<file path="config.mk">
export PLATFORM = sky130hd
export DESIGN_NAME = aprc_regs
export DESIGN_NICKNAME = d
export VERILOG_FILES = /design/src/core/aprc_fmt.v /design/src/core/aprc_regs.v
export VERILOG_INCLUDE_DIRS = /design/src /design/src/core
export SDC_FILE = /design/constraint.sdc
export NUM_CORES = 1
export LEC_CHECK = 0
export BUFFER_PORTS_ARGS = -buffer_cell sky130_fd_sc_hd__buf_2
export CAP_MARGIN = 20
export CORE_ASPECT_RATIO = 1.1
export CORE_MARGIN = 2
export CORE_UTILIZATION = 58
export DETAILED_ROUTE_END_ITERATION = 8
export GPL_ROUTABILITY_DRIVEN = 0
export GPL_TIMING_DRIVEN = 1
export MAX_ROUTING_LAYER = met4
export PLACE_DENSITY = 0.88
export SYNTH_ARGS = -nofsm -noshare
export SYNTH_HDL_FRONTEND = slang
export SYNTH_SLANG_ARGS = --single-unit
</file>
<file path="constraint.sdc">
create_clock -name clk_sys -period 5.5 [get_ports clk_sys]
set_input_delay 0.275 -clock clk_sys [delete_from_list [all_inputs] [get_ports clk_sys]]
set_output_delay 0.275 -clock clk_sys [all_outputs]
set_load 0.01 [all_outputs]
</file>
<file path="src/core/aprc_consts.vh">
// Register offsets, field positions and reset values of the power, interrupt and format registers.
// Assumes the includer places the register bank on a byte-wide serial register port.
`ifndef APRC_CONSTS_VH
`define APRC_CONSTS_VH

// Register offsets
`define APRC_OFS_RATE 6'h2c
`define APRC_OFS_POWER 6'h2d
`define APRC_OFS_IRQEN 6'h2e
`define APRC_OFS_ROUTE 6'h2f
`define APRC_OFS_FLAGS 6'h30
`define APRC_OFS_FORMAT 6'h31

// Rate control fields
`define APRC_RATE_LOWPWR 4
`define APRC_RATE_CODE_HI 3
`define APRC_RATE_RST 8'h0a
`define APRC_RATE_MASK 8'h1f

// Power mode control fields
`define APRC_PWR_CHAIN 5
`define APRC_PWR_DOZE 4
`define APRC_PWR_MEASURE 3
`define APRC_PWR_SLEEP 2
`define APRC_PWR_WAKE_HI 1
`define APRC_PWR_RST 8'h00
`define APRC_PWR_MASK 8'h3f

// Interrupt source bit positions
`define APRC_SRC_DRDY 7
`define APRC_SRC_TAP1 6
`define APRC_SRC_TAP2 5
`define APRC_SRC_ACT 4
`define APRC_SRC_INACT 3
`define APRC_SRC_FALL 2
`define APRC_SRC_WMARK 1
`define APRC_SRC_OVRUN 0
`define APRC_SRC_DATA_MASK 8'h83
`define APRC_IRQ_RST 8'h00

// Output format control fields
`define APRC_FMT_STIM 7
`define APRC_FMT_WIRE3 6
`define APRC_FMT_INVERT 5
`define APRC_FMT_SCALED 3
`define APRC_FMT_LEFT 2
`define APRC_FMT_SPAN_HI 1
`define APRC_FMT_RST 8'h00
`define APRC_FMT_MASK 8'hef

`endif

</file>
<file path="src/core/aprc_fmt.v">
// Output sample formatter: span scaling, clipping and justification.
// Assumes raw samples arrive at 2 mg per LSB in 13-bit two's complement on clk_sys.
`timescale 1ns/1ps
`include "aprc_consts.vh"

module aprc_fmt #(
   parameter RAW_W = 13,
   parameter OUT_W = 16
)(
   clk_sys,
   rst_b,
   sampleValid,
   sampleRaw,
   spanSel,
   scaledRes,
   leftAlign,
   sampleOut,
   sampleOutValid
);
   input wire clk_sys;
   input wire rst_b;
   input wire sampleValid;
   input wire [RAW_W-1:0] sampleRaw;
   input wire [1:0] spanSel;
   input wire scaledRes;
   input wire leftAlign;
   output reg [OUT_W-1:0] sampleOut;
   output reg sampleOutValid;

   reg signed [OUT_W-1:0] rawExt;
   reg signed [OUT_W-1:0] scaled;
   reg signed [OUT_W-1:0] limHi;
   reg signed [OUT_W-1:0] limLo;
   reg signed [OUT_W-1:0] clipped;
   reg [4:0] width;
   reg [OUT_W-1:0] formatted;

   always @*
   begin
      rawExt = {{(OUT_W-RAW_W){sampleRaw[RAW_W-1]}}, sampleRaw};
      // Fixed 10-bit mode coarsens the scale with span; scaled mode keeps 2 mg
      if (scaledRes)
      begin
         scaled = rawExt;
         width = 5'd10 + {3'b000, spanSel};
      end
      else
      begin
         scaled = rawExt >>> spanSel;
         width = 5'd10;
      end
      limHi = $signed((16'h0001 << (width - 5'd1)) - 16'h0001);
      limLo = -limHi - 16'sh0001;
      // Widest span fits its width exactly, so clipping never acts there
      if (spanSel != 2'b11 && scaled > limHi)
         clipped = limHi;
      else if (spanSel != 2'b11 && scaled < limLo)
         clipped = limLo;
      else
         clipped = scaled;
      if (leftAlign)
         formatted = clipped << (5'd16 - width);
      else
         formatted = clipped;
   end

   always @(posedge clk_sys)
   begin
      if (!rst_b)
      begin
         sampleOut <= 16'h0000;
         sampleOutValid <= 1'b0;
      end
      else
      begin
         sampleOutValid <= sampleValid;
         if (sampleValid)
            sampleOut <= formatted;
      end
   end
endmodule

</file>
<file path="src/core/aprc_regs.v">
// Power, interrupt and output format register bank of a three-axis accelerometer core.
// Assumes a serial front end on clk_sys presents byte register accesses, and detection
// engines on clk_sys deliver one-cycle event pulses.
`timescale 1ns/1ps
`include "aprc_consts.vh"

module aprc_regs (
   clk_sys,
   rst_b,
   regAddr,
   regWrEn,
   regRdEn,
   regWrData,
   regRdData_q,
   evtPulse,
   axisDataRead,
   sampleValid,
   sampleRaw,
   actFuncOn,
   inactFuncOn,
   irqLineA_q,
   irqLineB_q,
   lowPower_q,
   rateCode_q,
   measureOn_q,
   sleepActive_q,
   dozeRateHz_q,
   fifoWriteEn_q,
   actDetectEn_q,
   inactDetectEn_q,
   stimForce_q,
   spiThreeWire_q,
   spanSel_q,
   axisData,
   axisDataValid
);
   input wire clk_sys;
   input wire rst_b;
   input wire [5:0] regAddr;
   input wire regWrEn;
   input wire regRdEn;
   input wire [7:0] regWrData;
   output reg [7:0] regRdData_q;
   input wire [7:0] evtPulse;
   input wire axisDataRead;
   input wire sampleValid;
   input wire [12:0] sampleRaw;
   input wire actFuncOn;
   input wire inactFuncOn;
   output reg irqLineA_q;
   output reg irqLineB_q;
   output wire lowPower_q;
   output wire [3:0] rateCode_q;
   output wire measureOn_q;
   output reg sleepActive_q;
   output reg [3:0] dozeRateHz_q;
   output reg fifoWriteEn_q;
   output reg actDetectEn_q;
   output reg inactDetectEn_q;
   output wire stimForce_q;
   output wire spiThreeWire_q;
   output wire [1:0] spanSel_q;
   output wire [15:0] axisData;
   output wire axisDataValid;

   reg [7:0] rateCtl_q;
   reg [7:0] powerCtl_q;
   reg [7:0] irqEnable_q;
   reg [7:0] irqRoute_q;
   reg [7:0] irqFlags_q;
   reg [7:0] fmtCtl_q;
   reg [7:0] irqFlags_d;
   reg inactPhase_q;
   reg autoAsleep_q;
   reg autoAsleep_d;
   reg inactPhase_d;
   reg [7:0] evtGated;
   reg [7:0] clrMask;
   reg [7:0] readMux;
   reg lineA_d;
   reg lineB_d;

   wire chainOn;
   wire dozeOn;
   wire sleepOn;
   wire sleeping;
   wire wrRate;
   wire wrPower;
   wire wrEnable;
   wire wrRoute;
   wire wrFormat;
   wire rdFlags;
   wire [7:0] pendA;
   wire [7:0] pendB;

   // Address match used by both the write and read paths
   function hit;
      input [5:0] addr;
      input [5:0] ofs;
      begin
         hit = (addr == ofs);
      end
   endfunction

   // Doze code to sleep reading rate in Hz
   function [3:0] doze_hz;
      input [1:0] code;
      begin
         case (code)
            2'b00: doze_hz = 4'h8;
            2'b01: doze_hz = 4'h4;
            2'b10: doze_hz = 4'h2;
            default: doze_hz = 4'h1;
         endcase
      end
   endfunction

   assign chainOn = powerCtl_q[`APRC_PWR_CHAIN];
   assign dozeOn = powerCtl_q[`APRC_PWR_DOZE];
   assign sleepOn = powerCtl_q[`APRC_PWR_SLEEP];
   assign sleeping = sleepOn | autoAsleep_q;

   assign wrRate = regWrEn && hit(regAddr, `APRC_OFS_RATE);
   assign wrPower = regWrEn && hit(regAddr, `APRC_OFS_POWER);
   assign wrEnable = regWrEn && hit(regAddr, `APRC_OFS_IRQEN);
   assign wrRoute = regWrEn && hit(regAddr, `APRC_OFS_ROUTE);
   assign wrFormat = regWrEn && hit(regAddr, `APRC_OFS_FORMAT);
   assign rdFlags = regRdEn && hit(regAddr, `APRC_OFS_FLAGS);

   assign lowPower_q = rateCtl_q[`APRC_RATE_LOWPWR];
   assign rateCode_q = rateCtl_q[`APRC_RATE_CODE_HI:0];
   assign measureOn_q = powerCtl_q[`APRC_PWR_MEASURE];
   assign stimForce_q = fmtCtl_q[`APRC_FMT_STIM];
   assign spiThreeWire_q = fmtCtl_q[`APRC_FMT_WIRE3];
   assign spanSel_q = fmtCtl_q[`APRC_FMT_SPAN_HI:0];

   // Control registers; reserved bits are forced to zero
   always @(posedge clk_sys)
   begin
      if (!rst_b)
      begin
         rateCtl_q <= `APRC_RATE_RST;
         powerCtl_q <= `APRC_PWR_RST;
         irqEnable_q <= `APRC_IRQ_RST;
         irqRoute_q <= `APRC_IRQ_RST;
         fmtCtl_q <= `APRC_FMT_RST;
      end
      else
      begin
         if (wrRate)
            rateCtl_q <= regWrData & `APRC_RATE_MASK;
         if (wrPower)
            powerCtl_q <= regWrData & `APRC_PWR_MASK;
         if (wrEnable)
            irqEnable_q <= regWrData;
         if (wrRoute)
            irqRoute_q <= regWrData;
         if (wrFormat)
            fmtCtl_q <= regWrData & `APRC_FMT_MASK;
      end
   end

   // Chained detection and automatic doze
   always @*
   begin
      inactPhase_d = inactPhase_q;
      autoAsleep_d = autoAsleep_q;
      if (!chainOn || !measureOn_q)
      begin
         // Leaving chain or measurement restarts the chain at the inactivity watch
         inactPhase_d = 1'b1;
         autoAsleep_d = 1'b0;
      end
      else if (actFuncOn && inactFuncOn)
      begin
         if (inactPhase_q && evtGated[`APRC_SRC_INACT])
         begin
            inactPhase_d = 1'b0;
            if (dozeOn)
               autoAsleep_d = 1'b1;
         end
         else if (!inactPhase_q && evtGated[`APRC_SRC_ACT])
         begin
            inactPhase_d = 1'b1;
            autoAsleep_d = 1'b0;
         end
      end
      if (!dozeOn)
         autoAsleep_d = 1'b0;
   end

   always @(posedge clk_sys)
   begin
      if (!rst_b)
      begin
         inactPhase_q <= 1'b1;
         autoAsleep_q <= 1'b0;
         sleepActive_q <= 1'b0;
         dozeRateHz_q <= 4'h8;
         fifoWriteEn_q <= 1'b0;
         actDetectEn_q <= 1'b0;
         inactDetectEn_q <= 1'b0;
      end
      else
      begin
         inactPhase_q <= inactPhase_d;
         autoAsleep_q <= autoAsleep_d;
         sleepActive_q <= sleepOn | autoAsleep_d;
         dozeRateHz_q <= doze_hz(powerCtl_q[`APRC_PWR_WAKE_HI:0]);
         // Standby stops everything; sleep keeps only the activity watch
         fifoWriteEn_q <= measureOn_q && !(sleepOn | autoAsleep_d);
         if (!measureOn_q)
         begin
            actDetectEn_q <= 1'b0;
            inactDetectEn_q <= 1'b0;
         end
         else if (sleepOn | autoAsleep_d)
         begin
            actDetectEn_q <= actFuncOn;
            inactDetectEn_q <= 1'b0;
         end
         else if (chainOn && actFuncOn && inactFuncOn)
         begin
            actDetectEn_q <= !inactPhase_d;
            inactDetectEn_q <= inactPhase_d;
         end
         else
         begin
            actDetectEn_q <= actFuncOn;
            inactDetectEn_q <= inactFuncOn;
         end
      end
   end

   // Source flags; a new event in the clearing cycle wins over the clear
   always @*
   begin
      evtGated = evtPulse;
      if (sleeping)
         evtGated[`APRC_SRC_DRDY] = 1'b0;
      if (!actDetectEn_q)
         evtGated[`APRC_SRC_ACT] = 1'b0;
      if (!inactDetectEn_q)
         evtGated[`APRC_SRC_INACT] = 1'b0;
      clrMask = 8'h00;
      if (axisDataRead)
         clrMask = clrMask | `APRC_SRC_DATA_MASK;
      if (rdFlags)
         clrMask = clrMask | ~`APRC_SRC_DATA_MASK;
      // Flags set regardless of enables; enables only gate the lines
      irqFlags_d = (irqFlags_q & ~clrMask) | evtGated;
   end

   always @(posedge clk_sys)
   begin
      if (!rst_b)
         irqFlags_q <= `APRC_IRQ_RST;
      else
         irqFlags_q <= irqFlags_d;
   end

   // Interrupt lines follow the flags one cycle later
   assign pendA = irqFlags_q & irqEnable_q & ~irqRoute_q;
   assign pendB = irqFlags_q & irqEnable_q & irqRoute_q;

   always @*
   begin
      lineA_d = (|pendA) ^ fmtCtl_q[`APRC_FMT_INVERT];
      lineB_d = (|pendB) ^ fmtCtl_q[`APRC_FMT_INVERT];
   end

   always @(posedge clk_sys)
   begin
      if (!rst_b)
      begin
         irqLineA_q <= 1'b0;
         irqLineB_q <= 1'b0;
      end
      else
      begin
         irqLineA_q <= lineA_d;
         irqLineB_q <= lineB_d;
      end
   end

   // Read path; unmapped addresses read zero
   always @*
   begin
      if (hit(regAddr, `APRC_OFS_RATE))
         readMux = rateCtl_q;
      else if (hit(regAddr, `APRC_OFS_POWER))
         readMux = powerCtl_q;
      else if (hit(regAddr, `APRC_OFS_IRQEN))
         readMux = irqEnable_q;
      else if (hit(regAddr, `APRC_OFS_ROUTE))
         readMux = irqRoute_q;
      else if (hit(regAddr, `APRC_OFS_FLAGS))
         readMux = irqFlags_q;
      else if (hit(regAddr, `APRC_OFS_FORMAT))
         readMux = fmtCtl_q;
      else
         readMux = 8'h00;
   end

   always @(posedge clk_sys)
   begin
      if (!rst_b)
         regRdData_q <= 8'h00;
      else if (regRdEn)
         regRdData_q <= readMux;
   end

   aprc_fmt #(
      .RAW_W(13),
      .OUT_W(16)
   ) uFmt (
      .clk_sys(clk_sys),
      .rst_b(rst_b),
      .sampleValid(sampleValid),
      .sampleRaw(sampleRaw),
      .spanSel(fmtCtl_q[`APRC_FMT_SPAN_HI:0]),
      .scaledRes(fmtCtl_q[`APRC_FMT_SCALED]),
      .leftAlign(fmtCtl_q[`APRC_FMT_LEFT]),
      .sampleOut(axisData),
      .sampleOutValid(axisDataValid)
   );
endmodule

</file>
==> results of run 1 <==
[cell type report]
class | count | share of cell area [%]
clock buffer | 9 | 1.840
clock inverter | 7 | 1.673
inverter | 26 | 1.450
multi-input combinational | 582 | 61.02
sequential | 79 | 23.50
tap | 120 | 2.231
timing repair buffer | 102 | 8.292
[cell usage after synthesis (6+ instances only)]
master    instances
nand2_1          72
o21ai_1           6
nor2b_1          49
mux4_2            7
o211a_1           6
nand2b_1          9
ha_1             36
clkbuf_1         37
o21ai_0          31
a211oi_1          6
and2_1           11
a221oi_1          8
o21a_1            6
o22ai_1           7
nand3_1          24
nor4_1            7
mux2_2           14
buf_2             6
o211ai_1         12
a21oi_1          49
nor2_1           40
a31oi_1           8
inv_1            25
nor3_1           11
a22oi_1           9
o31ai_1           7
dfxtp_1          79
mux2i_1          49
[routing by layer]
layer | wire length (um) | track usage, % | vias up
li1 | - | - | 2811
met1 | 6328 | 34.53 | 2801
met5 | 0 | - | -
met4 | 981 | 19.86 | 0
met2 | 8357 | 55.33 | 375
met3 | 1312 | 5.549 | 101
[flip-flops by register name, summed over array words and instances (netlist names), 4 cells and up]
register and cells:
irqFlags_q 8, regRdData_q 8, irqEnable_q 8, fmtCtl_q 7, powerCtl_q 6, irqRoute_q 8
rateCtl_q 5, uFmt.sampleOut 16, dozeRateHz_q 4
[path summary, 6_finish.rpt]
kind / start / end / slack (ps) / depth (start not counted)
setup / recovery: fmtCtl_q[3]$_SDFFE_PN0P_ / uFmt.sampleOut[7]$_SDFFE_PN0P_ / 520 / 17
hold / removal: evtPulse[5] / irqFlags_q[5]$_SDFF_PN0_ / 110 / 3
setup reg to reg: fmtCtl_q[3]$_SDFFE_PN0P_ / uFmt.sampleOut[7]$_SDFFE_PN0P_ / 520 / 17
hold reg to reg: uFmt.sampleOut[0]$_SDFFE_PN0P_ / uFmt.sampleOut[0]$_SDFFE_PN0P_ / 470 / 2
[stage by stage]
stage	instance area, sq um	hold slack [ps]
final	6730	109.4
after global routing	6730	111.0
after detailed placement	6469	456.2
after global placement	6469	443.6
after CTS	6705	109.8
after floorplan	6008	387.6
[critical path: stages (launching register included)]
cell     delay (ps)
dfxtp_1         390
and2_1          350
inv_1           180
ha_1            280
or3b_4          420
nor2_1           90
o21ai_0          80
o21ai_0         180
ha_1            370
nor4_1          330
nand3_1         180
o21a_1          260
and2_1          240
a21oi_4         400
mux2i_1         330
nand2_1         140
mux4_2          500
o21a_1          180
[power groups by stage]
stage	Clock, W	Sequential [W]	Combinational [W]
2_1_floorplan	0	0.000616	0.000169
3_3_place_gp	0	0.000611	0.000241
3_5_place_dp	0	0.000611	0.000248
4_1_cts	0.000526	0.000598	0.000249
5_1_grt	0.000549	0.000601	0.000283
6_report	0.000530	0.000598	0.000259
[kinds of logic after synthesis]
| group | Yosys count | share of synthesized area, % |
|---|---|---|
| and+or+nand+nor | 250 | 21.57 |
| AOI/OAI and AO/OA | 209 | 24.76 |
| DFF | 79 | 26.52 |
| buffers and inverters | 78 | 5.476 |
| muxes | 71 | 13.70 |
| adders and majority gates | 36 | 7.553 |
| other | 2 | 0.1259 |
| xor gates and xnor gates | 2 | 0.2938 |
==> results.cfg, run 1 <==
[yosys]
seq_area_frac_synth_pct = 26.52
yosys-top-cells-area = dfxtp_1 (27%), mux2i_1 (8.2%), ha_1 (7.6%)
ys_warn_count = 0
synth_top_area_share_pct = 26.52
syn_area_sq_um = 5963
synth_top_area_cell = dfxtp_1
syn_avg_cell_area_sq_um = 8.203
postSynthCellCount = 727
synth_flop_cell = dfxtp_1
synthArstFlopShare_pct = 0
synth_edf_count = 0
synth_cell_types = 79
synth_seq_cells = 79

[clock_network]
post_cts_buffers = 0
cts_num_sinks = 79
cts-resized-gates = 0
htree_levels = 3
clock_path_buffers = 2
hold_buffers = 0
clk_latency_ps = 380
clk_pin_slew_ps = 100
cts_buffers = 9
cts_tree = yes
cts_root_buffer = clkbuf_8

[cells_and_area]
layout_commonest_cell = buf_2
final_cell_mix = buf_2 (88), dfxtp_1 (79), nand2_1 (72)
multi_input_area_sq_um = 4106
nets = 879
drive_above_1_share_pct = 19.25
num_antenna_cells = 0
areaGrowthSynthToFinish_pct = 12.86
num-fill-cells = 797
utilization_pct = 67.73
final_cells = 925
seq_area_sq_um = 1582

[timing]
fin_crit_sh_pct = 90.61
clock.fmax_mhz = 200.7
finalHoldViolCount = 0
drv_slew = 0
grt_setup_unrepaired = false
finClkSkew_ps = 16.19
period_minus_slack_ps = 4984
finalSetupViolCount = 0
fin_ws_ps = 516.2
worstMarginPinSlew_ps = 776.8
maxSlewHeadroom_pct = 47.77
tns_ps = 0

[worst_hold_path]
hp-class = input port to register

[power_and_ir_drop]
p_leak_nw = 2.933
p_clk_share_pct = 38.2
internal_power_w = 0.0009584
switching_share_pct = 30.93
p_sw_w = 0.0004292
share_comb_of_total_power_pct = 18.7
pwr-share-seq_pct = 43.1
total_power_w = 0.001388
ir_drop_mv = 0.1674
power_density_nw_per_um2 = 206.2

[global_routing]
grt_max_degree = 77
grt_pass1_vias = 5999
grt_overflow_total = 0
grt_pass1_wl_um = 27710
track_usage_pct = 32.15
antenna_found_initial = 0

[routing]
via_per_inst = 6.582
dr.pass1.iters = 5
num_vias = 6088
drc_errors = 0
wl_um = 16980
post_drt_wl_per_cell_um = 18.36
drt_first_iter_violations = 474
ant_nets = 0

[floorplanning]
die_area_sq_um = 11110
initial_core_util_pct = 60.01
core-area_sq_um = 9937
die_h_um = 110.3
die-width_um = 100.7
io_pins = 88
rows = 38

[worst_setup_path]
critPathCaptureType = register
critPathLaunchType = register
required_ps = 5780
worst-path-max-fanout = 12
crit_type = register to register
critPathArrivalTime_ps = 5260

[status]
status = completed

[placed_design]
detailedPlace.worstSlack_ps = 637.2
io_buffers = 87
place_hpwl_um = 12440
placedCellCount = 907

[flow_run]
cap_violations = 0
No activity file was read; power rests on OpenSTA's default activity.
==> run 2, diff against run 1 <==
--- a/config.mk
+++ b/config.mk
@@ -6,6 +6,7 @@
 export SDC_FILE = /design/constraint.sdc
 export NUM_CORES = 1
 export LEC_CHECK = 0
+export ABC_AREA = 1
 export BUFFER_PORTS_ARGS = -buffer_cell sky130_fd_sc_hd__buf_2
 export CAP_MARGIN = 20
 export CORE_ASPECT_RATIO = 1.1
@@ -15,7 +16,7 @@
 export GPL_ROUTABILITY_DRIVEN = 0
 export GPL_TIMING_DRIVEN = 1
 export MAX_ROUTING_LAYER = met4
-export PLACE_DENSITY = 0.88
+export PLACE_DENSITY = 0.89
 export SYNTH_ARGS = -nofsm -noshare
 export SYNTH_HDL_FRONTEND = slang
 export SYNTH_SLANG_ARGS = --single-unit
==> run 2 against run 1 <==
- die area decreased by 8.2%
- register-to-register slack better by 340 ps
- sequential share of layout area up 2.2 points
- first-iteration DRC count is 23% lower
- final area is 8.5% lower
- core utilization shrank 1.2 points
- clock power is 13% lower
- via count shrank 1.7%
- highest routed layer unchanged
==> results.cfg, run 2 <==
[status]
status = completed

[floorplanning]
die_area_sq_um = 10200
core-area_sq_um = 9259
rows = 37
initial_core_util_pct = 58.95
die-width_um = 96.49
die_h_um = 105.7
io_pins = 88

[cells_and_area]
nets = 1006
top_register = uFmt.sampleOut
largest_reg_flops = 16
layout_commonest_cell = nand2_1
final_cell_mix = nand2_1 (191), inv_1 (105), a21oi_1 (87), buf_2 (87), nand3_1 (84)
utilization_pct = 66.51
drive_above_1_share_pct = 13.52
areaGrowthSynthToFinish_pct = 12.84
num_antenna_cells = 0

[worst_setup_path]
critPathCaptureType = register
max_stage_delay_ps = 540
worst-path-max-fanout = 25
path_cells = nand2_1 > buf_4 > clkinv_1 > ha_1 > o31ai_2 > nand3_2 > inv_1 > ha_1 > nand4_1 > inv_1 > a21oi_1 > nand2_1 > nand2_1 > nand3_1 > o21ai_0 > nand2_2 > nand3_1 > nand3_1 > nand3_1 > nand3_1 > nand2_1 > inv_1
required_ps = 5760
critPathLaunchType = register
critPathArrivalTime_ps = 4910
cpMostUsedCell = nand3_1
r2r_start = fmtCtl_q[0]$_SDFFE_PN0P_
slowest_stage = dfxtp_1
crit_type = register to register
startpoint = fmtCtl_q[0]$_SDFFE_PN0P_

[yosys]
syn_area_sq_um = 5458
ys_warn_count = 0
synth.most_common_cell = nand2_1
synthArstFlopShare_pct = 0
synth_top_area_share_pct = 28.98
synth_edf_count = 0
yosys-top-cells-area = dfxtp_1 (29%), nand2_1 (13%), ha_1 (8.3%)
postSynthCellCount = 852
synth.top_cells.by_count = nand2_1 (191), inv_1 (105), a21oi_1 (87)
synth_seq_cells = 79
synth_top_area_cell = dfxtp_1
seq_area_frac_synth_pct = 28.98
syn_avg_cell_area_sq_um = 6.406
synth_flop_cell = dfxtp_1
synth_cell_types = 46

[timing]
finClkSkew_ps = 19.63
finalHoldViolCount = 0
fin_crit_sh_pct = 84.51
clock.fmax_mhz = 215.1
period_minus_slack_ps = 4648
drv_slew = 0
worstMarginPinSlew_ps = 1026
tns_ps = 0
maxSlewHeadroom_pct = 31.18
finalSetupViolCount = 0
grt_setup_unrepaired = false

[clock_network]
cts_buffers = 9
htree_levels = 3
clk_pin_slew_ps = 100
clk_latency_ps = 360
cts_tree = yes
cts-resized-gates = 0
clock_path_buffers = 2
hold_buffers = 0
cts_root_buffer = clkbuf_8
post_cts_buffers = 0
cts_num_sinks = 79

[power_and_ir_drop]
p_leak_nw = 2.946
ir_drop_mv = 0.1266
power_density_nw_per_um2 = 209.7

[routing]
post_drt_wl_per_cell_um = 13.90
via_per_inst = 5.707
wl_um = 14580
drc_errors = 0
ant_nets = 0
dr.pass1.iters = 6
drt_first_iter_violations = 364
num_vias = 5987

[global_routing]
grt_pass1_wl_um = 23320
antenna_found_initial = 0
grt_pass1_vias = 5223
track_usage_pct = 29.07
grt_overflow_total = 0
grt_max_degree = 45

[placed_design]
place_hpwl_um = 10610
io_buffers = 87

[worst_hold_path]
hp-class = input port to register
hp-start = evtPulse[6]

[flow_run]
cap_violations = 0
run 2: cell count changes in the layout (fill, tap and decap cells not counted), moves of 14 or more:
cell,before,now
nand2_1,72,191
nor2b_1,49,0
a21oi_1,49,87
mux2i_1,49,0
nor2_1,40,63
mux2_2,14,0
inv_1,25,105
o21ai_0,31,83
nand3_1,24,84
run 2: worst max-delay path: cells and delay by family (launching register included):
family	cells	cell delay, ps
adders and majority gates	2	660
and+or+nand+nor	12	1620
buffers and inverters	5	890
DFF	1	540
AOI/OAI and AO/OA	3	850
run 2: power by group:
| part | switching, W | total (W) | internal [W] |
|---|---|---|---|
| sequential | 0.00000959 | 0.000597 | 0.000587 |
| clock | 0.000244 | 0.000463 | 0.000219 |
| combinational | 0.000150 | 0.000231 | 0.0000815 |
run 2: logic make-up (layout without fill, tap and decap cells):
family                   Yosys count  after routing  synth area share [%]
AO/OA/AOI/OAI                    208            208                 21.02
flip-flops                        79             79                 28.98
AND/OR/NAND/NOR                  380            380                 31.09
other                              2             14                0.1376
buffers and inverters            147            215                 10.52
adder cells (fa/ha/maj)           36             36                 8.253
run 2: area by class of cell:
cell class / instances / area [sq um]
Timing Repair Buffer: 92 / 473.0
Sequential cell: 79 / 1582
Multi-Input combinational cell: 638 / 3347
Clock inverter: 7 / 85.08
Tap cell: 117 / 146.4
Inverter: 107 / 401.6
Fill cell: 856 / 3100
Clock buffer: 9 / 123.9
run 2: metrics by stage:
step | setup WS (ps) | hold slack [ps] | total power, W | area [sq um] | cells
CTS | 920.9 | 120.5 | 0.001289 | 6151 | 1048
global placement | 1017 | 450.6 | 0.0008318 | 5942 | 1032
finish | 851.9 | 116.6 | 0.001291 | 6158 | 1049
floorplan | 1749 | 392.4 | 0.0007706 | 5503 | 864
global route | 305.3 | 127.8 | 0.001349 | 6158 | 1049
detailed placement | 937.1 | 451.7 | 0.0008352 | 5942 | 1032
run 2: worst paths after layout:
| kind | to | slack [ps] | cells after the start |
|---|---|---|---|
| max | uFmt.sampleOut[14]$_SDFFE_PN0P_ | 850 | 22 |
| min | irqFlags_q[6]$_SDFF_PN0_ | 120 | 3 |
| max reg2reg | uFmt.sampleOut[14]$_SDFFE_PN0P_ | 850 | 22 |
| min reg2reg | regRdData_q[1]$_SDFFE_PN0P_ | 470 | 2 |
run 2: per-layer routing:
metal | vias up | share of wire, % | track usage [%]
li1 | 2971 | - | -
met1 | 2727 | 40 | 34.36
met2 | 252 | 50 | 49.80
met3 | 37 | 6.9 | 4.003
met4 | 0 | 2.7 | 10.36
met5 | - | 0 | -
